[config.mk]
export PLATFORM = sky130hd
export DESIGN_NAME = physt_regs
export DESIGN_NICKNAME = d
export VERILOG_FILES = /design/src/design/physt_pkg.sv /design/src/design/physt_latch.sv /design/src/design/physt_pause.sv /design/src/design/physt_regs.sv
export VERILOG_INCLUDE_DIRS = /design/src /design/src/design
export SDC_FILE = /design/constraint.sdc
export NUM_CORES = 1
export LEC_CHECK = 0
export BUFFER_PORTS_ARGS = -buffer_cell sky130_fd_sc_hd__buf_4
export CAP_MARGIN = 40
export CORE_MARGIN = 3
export CORE_UTILIZATION = 48
export CTS_CLUSTER_DIAMETER = 150
export CTS_CLUSTER_SIZE = 8
export DETAILED_ROUTE_END_ITERATION = 6
export PLACE_DENSITY = 0.81
export RECOVER_POWER = 50
export SLEW_MARGIN = 20
export SYNTH_ARGS = -nofsm -noshare
export SYNTH_HDL_FRONTEND = slang
export SYNTH_SLANG_ARGS = --single-unit
[constraint.sdc]
create_clock -name CLOCK -period 2.1 [get_ports CLOCK]
set_input_delay 0.42 -clock CLOCK [delete_from_list [all_inputs] [get_ports CLOCK]]
set_output_delay 0.42 -clock CLOCK [all_outputs]
set_load 0.05 [all_outputs]
[src/design/physt_defines.svh]
/*
 constants for the phy status and auto-negotiation register set:
 register indexes, field positions, reset values, fixed codes.
 assumes inclusion by every design file of the block that uses its macros, bench included.
*/
// Summary of operation
// status bits 15..11 fixed 0,1,1,1,1
// status bit 5 shows negotiation finished
// status bit 4 latches remote fault high
// status bit 2 link, latching low
// status bit 1 latches jabber high
// status bit 3 always reads one
// status bit 0 one, bits 10..6 zero
// identifier high returns oui bits 3..18
// identifier low 15..10 oui bits 19..24
// identifier low holds model and revision
// advertise bit 13 writable, resets zero
// pause field 11:10 writable, resets 00
// both pause advertised settles to one
// ability bits 8..5 writable, 8, 6 and 5 strap resets, 7 resets one
// selector 4:0 writable, resets 00001
// no next page, partner bit 15 zero
// partner acknowledge bit 14 reads zero
// partner pause 11:10 captured, resets 00
// partner fault, abilities captured, selector 00001
// host reaches registers by index only
// latched bits hold until status read
`ifndef PHYST_DEFINES_SVH
`define PHYST_DEFINES_SVH

// register indexes
`define PHYST_IDX_W 5
`define PHYST_IDX_BASIC_STATUS 5'h01
`define PHYST_IDX_ID_HIGH 5'h02
`define PHYST_IDX_ID_LOW 5'h03
`define PHYST_IDX_ADVERT 5'h04
`define PHYST_IDX_PARTNER 5'h05

// basic status fixed fields
`define PHYST_STAT_ABIL 5'h0F
`define PHYST_STAT_RSVD 5'h00
`define PHYST_STAT_AN_ABLE 1'h1
`define PHYST_STAT_EXT_CAP 1'h1

// identifier fields, values arbitrary
`define PHYST_OUI_HIGH 16'h5A3C
`define PHYST_OUI_LOW 6'h2B
`define PHYST_MODEL 6'h11
`define PHYST_REVISION 4'h3

// advertisement layout and reset values
`define PHYST_ADV_WMASK 16'h3DFF
`define PHYST_ADV_RF_RST 1'h0
`define PHYST_ADV_PAUSE_RST 2'h0
`define PHYST_ADV_TX_RST 1'h1
`define PHYST_SELECTOR_8023 5'h01

// pause codes
`define PHYST_PAUSE_NONE 2'h0
`define PHYST_PAUSE_SYM 2'h1
`define PHYST_PAUSE_ASYM 2'h2
`define PHYST_PAUSE_BOTH 2'h3

// latched status slots
`define PHYST_NLATCH 3
`define PHYST_LATCH_LOW_MASK 3'h2

`endif

[src/design/physt_pkg.sv]
/*
 types for the phy status and auto-negotiation register set.
 assumes physt_defines.svh gives the widths used here.
*/
`include "physt_defines.svh"

package physt_pkg;

	typedef struct packed {
		logic autoneg_done;
		logic remote_fault;
		logic link_up;
		logic jabber;
	} physt_line_t;

	typedef struct packed {
		logic next_page;
		logic ack;
		logic remote_fault;
		logic rsvd12;
		logic [1:0] pause;
		logic t4;
		logic tx_fd;
		logic tx;
		logic t10_fd;
		logic t10;
		logic [4:0] selector;
	} physt_word_t;

	typedef struct packed {
		logic [`PHYST_IDX_W-1:0] index;
		logic rd;
		logic wr;
		logic [15:0] wdata;
	} physt_req_t;

	typedef enum logic [0:0] {
		PHYST_AN_IDLE,
		PHYST_AN_DONE
	} physt_an_state_t;

endpackage : physt_pkg

[src/design/physt_latch.sv]
/*
 one latching status bit: latching high or latching low by parameter.
 assumes a read strobe of one cycle for the owning register.
*/
`timescale 1ns/10ps
`default_nettype none

module physt_latch #(
	parameter bit LATCH_LOW = 1'b0
) (
	// clock and reset
	input wire logic clk,
	input wire logic rst,
	// condition and read
	input wire logic cond,
	input wire logic rd_clear,
	// latched value
	output logic value
);

	logic value_q;
	logic value_d;
	logic held;

	// hold the event, reload the live condition on read
	assign held = LATCH_LOW ? (value_q & cond) : (value_q | cond);
	assign value_d = rd_clear ? cond : held;
	assign value = value_q;

	always_ff @(posedge clk) begin
		if (rst) begin
			value_q <= 1'b0;
		end else begin
			value_q <= value_d;
		end
	end

endmodule : physt_latch

`default_nettype wire

[src/design/physt_pause.sv]
/*
 pause resolution: local and partner pause codes to one mode.
 assumes two-bit codes none, symmetric, asymmetric, both.
*/
`timescale 1ns/10ps
`default_nettype none

`include "physt_defines.svh"

module physt_pause (
	// advertised codes
	input wire logic [1:0] local_pause,
	input wire logic [1:0] partner_pause,
	// resolved mode, never both
	output logic [1:0] mode
);

	logic loc_sym;
	logic loc_asym;
	logic par_sym;
	logic par_asym;

	assign loc_sym = local_pause[0];
	assign loc_asym = local_pause[1];
	assign par_sym = partner_pause[0];
	assign par_asym = partner_pause[1];

	// symmetric first, asymmetric only when symmetric fails
	assign mode = (loc_sym && par_sym) ? `PHYST_PAUSE_SYM :
		(loc_asym && par_asym && !(loc_sym && par_sym)) ?
		`PHYST_PAUSE_ASYM : `PHYST_PAUSE_NONE;

endmodule : physt_pause

`default_nettype wire

[src/design/physt_regs.sv]
/*
 management registers at indexes 1 to 5 of the integrated phy:
 basic status, two identifiers, advertisement, partner ability.
 assumes the mac access logic presents an index with one-cycle
 read and write strobes, and the line logic gives live conditions.
 soft reset returns every register to its reset value, strap-set abilities included.
 unlisted indexes read zero and ignore writes.
*/
`timescale 1ns/10ps
`default_nettype none

`include "physt_defines.svh"

module physt_regs (
	// clock and reset
	input wire logic CLOCK,
	input wire logic RST,
	input wire logic SOFT_RESET,
	// speed select strap
	input wire logic SPEED_SEL,
	// indexed access from the mac
	input wire physt_pkg::physt_req_t MGMT_REQ,
	output logic [15:0] MGMT_RDATA,
	output logic MGMT_RVALID,
	// line conditions
	input wire physt_pkg::physt_line_t LINE,
	// received partner code word
	input wire physt_pkg::physt_word_t LP_WORD,
	input wire logic LP_VALID,
	// advertised word and resolved pause
	output physt_pkg::physt_word_t ADV_WORD,
	output logic [1:0] PAUSE_MODE
);

	////////////////////////////////////////////////////////////////
	// reset and decode

	logic rst_all;
	logic hit_status;
	logic hit_id_high;
	logic hit_id_low;
	logic hit_advert;
	logic hit_partner;
	logic rd_status;
	logic wr_advert;

	assign rst_all = RST | SOFT_RESET;

	// indexed access only, no memory map
	assign hit_status = MGMT_REQ.index == `PHYST_IDX_BASIC_STATUS;
	assign hit_id_high = MGMT_REQ.index == `PHYST_IDX_ID_HIGH;
	assign hit_id_low = MGMT_REQ.index == `PHYST_IDX_ID_LOW;
	assign hit_advert = MGMT_REQ.index == `PHYST_IDX_ADVERT;
	assign hit_partner = MGMT_REQ.index == `PHYST_IDX_PARTNER;

	assign rd_status = MGMT_REQ.rd & hit_status;
	assign wr_advert = MGMT_REQ.wr & hit_advert;

	////////////////////////////////////////////////////////////////
	// latched status bits

	logic [`PHYST_NLATCH-1:0] latch_cond;
	logic [`PHYST_NLATCH-1:0] latch_val;
	localparam logic [`PHYST_NLATCH-1:0] LATCH_LOW = `PHYST_LATCH_LOW_MASK;

	logic cond_jabber;
	logic cond_link;
	logic cond_rfault;

	assign cond_jabber = LINE.jabber;
	assign cond_link = LINE.link_up;
	assign cond_rfault = LINE.remote_fault;

	// slot 0 jabber, slot 1 link, slot 2 remote fault
	assign latch_cond = {cond_rfault, cond_link, cond_jabber};

	generate
		for (genvar i = 0; i < `PHYST_NLATCH; i++) begin : g_latch
			physt_latch #(
				.LATCH_LOW(LATCH_LOW[i])
			) u_latch (
				.clk(CLOCK),
				.rst(rst_all),
				.cond(latch_cond[i]),
				.rd_clear(rd_status),
				.value(latch_val[i])
			);
		end
	endgenerate

	logic stat_jabber;
	logic stat_link;
	logic stat_rfault;

	assign stat_jabber = latch_val[0];
	assign stat_link = latch_val[1];
	assign stat_rfault = latch_val[2];

	////////////////////////////////////////////////////////////////
	// negotiation state

	physt_pkg::physt_an_state_t an_q;
	physt_pkg::physt_an_state_t an_d;
	logic an_done_d;
	logic an_done_q;
	logic an_rise;

	assign an_rise = (an_q == physt_pkg::PHYST_AN_IDLE) & LINE.autoneg_done;
	assign an_done_d = LINE.autoneg_done;

	always_comb begin
		an_d = an_q;
		unique case (an_q)
			physt_pkg::PHYST_AN_IDLE: begin
				if (LINE.autoneg_done) begin
					an_d = physt_pkg::PHYST_AN_DONE;
				end
			end
			physt_pkg::PHYST_AN_DONE: begin
				if (!LINE.autoneg_done) begin
					an_d = physt_pkg::PHYST_AN_IDLE;
				end
			end
		endcase
	end

	always_ff @(posedge CLOCK) begin
		if (rst_all) begin
			an_q <= physt_pkg::PHYST_AN_IDLE;
			an_done_q <= 1'b0;
		end else begin
			an_q <= an_d;
			an_done_q <= an_done_d;
		end
	end

	////////////////////////////////////////////////////////////////
	// basic status word

	logic [15:0] status_word;

	assign status_word = {
		`PHYST_STAT_ABIL,
		`PHYST_STAT_RSVD,
		an_done_q,
		stat_rfault,
		`PHYST_STAT_AN_ABLE,
		stat_link,
		stat_jabber,
		`PHYST_STAT_EXT_CAP
	};

	////////////////////////////////////////////////////////////////
	// identifier words

	logic [15:0] id_high_word;
	logic [15:0] id_low_word;

	assign id_high_word = `PHYST_OUI_HIGH;
	assign id_low_word = {
		`PHYST_OUI_LOW,
		`PHYST_MODEL,
		`PHYST_REVISION
	};

	////////////////////////////////////////////////////////////////
	// advertisement register

	physt_pkg::physt_word_t adv_q;
	physt_pkg::physt_word_t adv_d;
	physt_pkg::physt_word_t adv_rst;
	physt_pkg::physt_word_t adv_wr;
	logic [15:0] adv_wdata;

	// strap picks the reset abilities
	always_comb begin
		adv_rst = '0;
		adv_rst.remote_fault = `PHYST_ADV_RF_RST;
		adv_rst.pause = `PHYST_ADV_PAUSE_RST;
		adv_rst.tx_fd = SPEED_SEL;
		adv_rst.tx = `PHYST_ADV_TX_RST;
		adv_rst.t10_fd = SPEED_SEL;
		adv_rst.t10 = SPEED_SEL;
		adv_rst.selector = `PHYST_SELECTOR_8023;
	end

	// read-only bits 15, 14 and 9 stay zero
	assign adv_wdata = MGMT_REQ.wdata & `PHYST_ADV_WMASK;
	assign adv_wr = physt_pkg::physt_word_t'(adv_wdata);
	assign adv_d = wr_advert ? adv_wr : adv_q;

	always_ff @(posedge CLOCK) begin
		if (rst_all) begin
			adv_q <= adv_rst;
		end else begin
			adv_q <= adv_d;
		end
	end

	////////////////////////////////////////////////////////////////
	// link partner ability

	physt_pkg::physt_word_t lp_q;
	physt_pkg::physt_word_t lp_d;
	physt_pkg::physt_word_t lp_rst;
	physt_pkg::physt_word_t lp_cap;

	always_comb begin
		lp_rst = '0;
		lp_rst.selector = `PHYST_SELECTOR_8023;
	end

	// next page, acknowledge and reserved never captured
	always_comb begin
		lp_cap = LP_WORD;
		lp_cap.next_page = 1'b0;
		lp_cap.ack = 1'b0;
		lp_cap.rsvd12 = 1'b0;
	end

	assign lp_d = LP_VALID ? lp_cap : lp_q;

	always_ff @(posedge CLOCK) begin
		if (rst_all) begin
			lp_q <= lp_rst;
		end else begin
			lp_q <= lp_d;
		end
	end

	////////////////////////////////////////////////////////////////
	// pause resolution

	logic [1:0] pause_res;
	logic [1:0] pause_d;
	logic [1:0] pause_q;
	logic [1:0] pause_hold;

	physt_pause u_pause (
		.local_pause(adv_q.pause),
		.partner_pause(lp_q.pause),
		.mode(pause_res)
	);

	// settle once on completion, drop when negotiation is lost
	assign pause_hold = LINE.autoneg_done ? pause_q : `PHYST_PAUSE_NONE;
	assign pause_d = an_rise ? pause_res : pause_hold;

	always_ff @(posedge CLOCK) begin
		if (rst_all) begin
			pause_q <= `PHYST_PAUSE_NONE;
		end else begin
			pause_q <= pause_d;
		end
	end

	////////////////////////////////////////////////////////////////
	// read path

	logic [15:0] adv_rd_word;
	logic [15:0] lp_rd_word;
	logic [15:0] rd_mux;
	logic [15:0] rdata_d;
	logic [15:0] rdata_q;
	logic rvalid_d;
	logic rvalid_q;

	assign adv_rd_word = 16'(adv_q);
	assign lp_rd_word = 16'(lp_q);

	// unlisted indexes read zero here
	assign rd_mux = hit_status ? status_word :
		hit_id_high ? id_high_word :
		hit_id_low ? id_low_word :
		hit_advert ? adv_rd_word :
		hit_partner ? lp_rd_word : 16'h0000;

	// read data stands until the next read
	assign rdata_d = MGMT_REQ.rd ? rd_mux : rdata_q;
	assign rvalid_d = MGMT_REQ.rd;

	always_ff @(posedge CLOCK) begin
		if (rst_all) begin
			rdata_q <= 16'h0000;
			rvalid_q <= 1'b0;
		end else begin
			rdata_q <= rdata_d;
			rvalid_q <= rvalid_d;
		end
	end

	////////////////////////////////////////////////////////////////
	// outputs

	assign MGMT_RDATA = rdata_q;
	assign MGMT_RVALID = rvalid_q;
	assign ADV_WORD = adv_q;
	assign PAUSE_MODE = pause_q;

endmodule : physt_regs

`default_nettype wire

==> impl_metrics.env <==
export IMPL_hold_violations=0
export IMPL_multi_input_area_um2=1030
export IMPL_wire_per_inst_um=15.6
export IMPL_slowest_stage="clkbuf_1"
export IMPL_via_per_inst=5.53
export IMPL_ant_nets=0
export IMPL_hold_buffers=0
export IMPL_maxCapViolations=0
export IMPL_crit_path_end_kind="flop"
export IMPL_place_congestion=0.793
export IMPL_r2r_start="ADV_WORD[8]$_DFFE_PP_"
export IMPL_placed_cells=344
export IMPL_dr_pass1_iters=4
export IMPL_synth_most_common_cell="dfxtp_1"
export IMPL_power_density_nw_per_um2=653
export IMPL_clk_path_buf_depth=2
export IMPL_drc=0
export IMPL_vias=1946
export IMPL_synth_top_area_cell="dfxtp_1"
export IMPL_critPathArrivalTime_ns=1.67
export IMPL_finalNonFillerCells=352
export IMPL_crit_chain="clkbuf_4 > nor2_1 > clkbuf_1 > o21ai_0"
export IMPL_ys_seq_area_share_pct=46.8
export IMPL_post_cts_buffers=0
export IMPL_fin_crit_sh_pct=81.7
export IMPL_startpoint="SOFT_RESET"
export IMPL_initial_core_util_pct=51.7
export IMPL_path_clk_slew_ns=0.08
export IMPL_die_width_um=73.1
export IMPL_syn_area_per_cell_um2=9.22
export IMPL_hold_path_end="g_latch[1].u_latch.value$_SDFF_PP0_"
export IMPL_synth_common_cells="dfxtp_1, nand3_1, o21ai_0"
export IMPL_grt_overflow=0
export IMPL_min_period_ns=1.71
export IMPL_antenna_found_initial=0
export IMPL_htreeDepth=2
export IMPL_status="finished clean"
export IMPL_required_ns=2.05
export IMPL_grt_max_degree=31
export IMPL_leakagePower_nw=1.07
export IMPL_place_hpwl_mm=3.95
export IMPL_ys_top_cells_by_area="dfxtp_1, nand3_1, mux2i_1, o21ai_0, edfxtp_1"
export IMPL_die_h_um=73.1
export IMPL_relSlewSlack_pct=11.9
export IMPL_rows=23
export IMPL_syn_area_um2=2160
export IMPL_rsz0062_at_grt="no"
export IMPL_grt_util_all_layers_pct=21.9
export IMPL_grt_pass1_vias=1916
export IMPL_slowest_delay_ns=0.62
export IMPL_synth_edf_count=3
export IMPL_critPathKind="primary input to flop"
export IMPL_synth_top_area_share_pct=42.7
export IMPL_path_max_fanout=19
export IMPL_max_freq_ghz=0.583
export IMPL_synth_flop_cell="dfxtp_1"
export IMPL_hold_path_depth=2
export IMPL_placed_area_um2=2710
export IMPL_reg2reg_depth=3
export IMPL_numCtsBuffers=5
export IMPL_startpoint_type="primary input"
export IMPL_r2r_end="MGMT_RDATA[8]$_SDFFE_PP0P_"
export IMPL_die_area_um2=5340
export IMPL_setup_viol=0
export IMPL_finClkSkew_ns=0.00657
export IMPL_syn2layout_area_growth_pct=26.2
export IMPL_boundaryPins=83
export IMPL_synth_async_reset_ratio_pct=0
export IMPL_final_max_slew_viol_count=0
export IMPL_drt_total_wl_mm=5.50
export IMPL_netlist_instances=234
export IMPL_min_path_type="primary input to flop"
export IMPL_cts_resized=0
export IMPL_synth_cell_types=45
export IMPL_regArea_um2=1010
export IMPL_tightest_slew_ns=1.32
export IMPL_final_cell_area_um2=2720
export IMPL_fin_nets=349
export IMPL_grt_pass1_wl_mm=9.13
export IMPL_tritoncts="built"
export IMPL_coreArea_um2=4170
export IMPL_clock_sinks=49
export IMPL_ys_ff_latch=49
export IMPL_drtIter0Drc=161
export IMPL_ff2ff_setup_slack_ns=0.87
export IMPL_num_antenna_cells=0
export IMPL_n_fill_cell=394
export IMPL_yosysWarnings=0
export IMPL_layout_drive_gt1_share_pct=27.5
export IMPL_insertion_delay_ns=0.29
export IMPL_port_buffers=73
export IMPL_cts_root_buf="clkbuf_8"
export IMPL_ir_drop_mv=0.381
export IMPL_fin_tns_setup_ns=0
export IMPL_hold_start="LINE[1]"
routing by layer:
metal	track usage, %	vias up	routed length (um)
met1	29.4	890	2290
li1	-	976	-
met3	3.31	6	393
met2	36.3	74	2760
met5	0	-	0
met4	6.35	0	61
cell type report:
type                       instances  area share [%]
clock inverter                     2           0.367
tap                               50            2.30
multi-input combinational        163            37.7
sequential                        49            37.1
inverter                           3           0.413
clock buffer                       6            2.66
timing repair buffer              79            19.4
state kept, by name (all words and copies together), names as in the netlist:
register	cells
MGMT_RDATA	16
ADV_WORD	13
lp_q	13
g_latch.u_latch.value	3
PAUSE_MODE	2
MGMT_RVALID	1
an_q	1
through the flow:
| stage | hold WS, ns | setup WS, ns | util, % | total power [W] |
|---|---|---|---|---|
| 2_1_floorplan | 0.441 | 0.312 | - | 0.00118 |
| 3_3_place_gp | 0.455 | 0.386 | 64.8 | 0.00128 |
| 3_5_place_dp | 0.461 | 0.276 | 64.8 | 0.00128 |
| 4_1_cts | 0.339 | 0.582 | 66.8 | 0.00180 |
| 5_1_grt | 0.350 | 0.303 | 65.3 | 0.00185 |
| 6_report | 0.346 | 0.385 | 65.3 | 0.00178 |
report_power, final:
| part | internal, W | switching (W) |
|---|---|---|
| logic | 0.000111 | 0.000167 |
| registers | 0.000963 | 0.0000149 |
| clock network | 0.000231 | 0.000291 |
| total | 0.00131 | 0.000473 |
cells in the final DEF (no fill, tap or decap), drive strengths merged, types with 2 or more instances in the layout:
master	synthesis	final
buf	12	61
dfxtp	46	46
nand3	29	29
o21ai	24	24
clkbuf	9	24
nor2	19	19
a21oi	15	15
mux2i	13	13
nand2	10	10
a31oi	5	5
mux2	5	5
nor3b	4	4
edfxtp	3	3
a31o	3	3
conb	1	3
and2	3	3
clkinv	1	3
or3b	2	2
or2	2	2
o41a	2	2
inv	2	2
a221oi	2	2
a211oi	2	2
nor3	2	2
a311oi	2	2
how the worst max path moves through the flow:
stage,to,slack [ns],depth (start not counted)
global route,ADV_WORD[8]$_DFFE_PP_,0.30,4
CTS,ADV_WORD[6]$_DFFE_PP_,0.58,3
global placement,ADV_WORD[6]$_DFFE_PP_,0.39,3
floorplan,ADV_WORD[5]$_DFFE_PP_,0.31,4
finish,ADV_WORD[8]$_DFFE_PP_,0.39,4
detailed placement,ADV_WORD[6]$_DFFE_PP_,0.28,3
worst max-delay path, delay by kind of cell:
kind / cells / cell delay, ns
buffers and inverters: 2 / 0.73
AO/OA/AOI/OAI: 1 / 0.42
AND/OR/NAND/NOR: 1 / 0.09
logic make-up after synthesis:
family / share of synthesized area (%)
AO/OA/AOI/OAI: 17.7
XOR/XNOR: 0.406
buffers and inverters: 5.91
flip-flops: 46.8
multiplexers: 8.64
other: 0.174
AND/OR/NAND/NOR: 20.3
No activity file was read; power rests on OpenSTA's default activity.
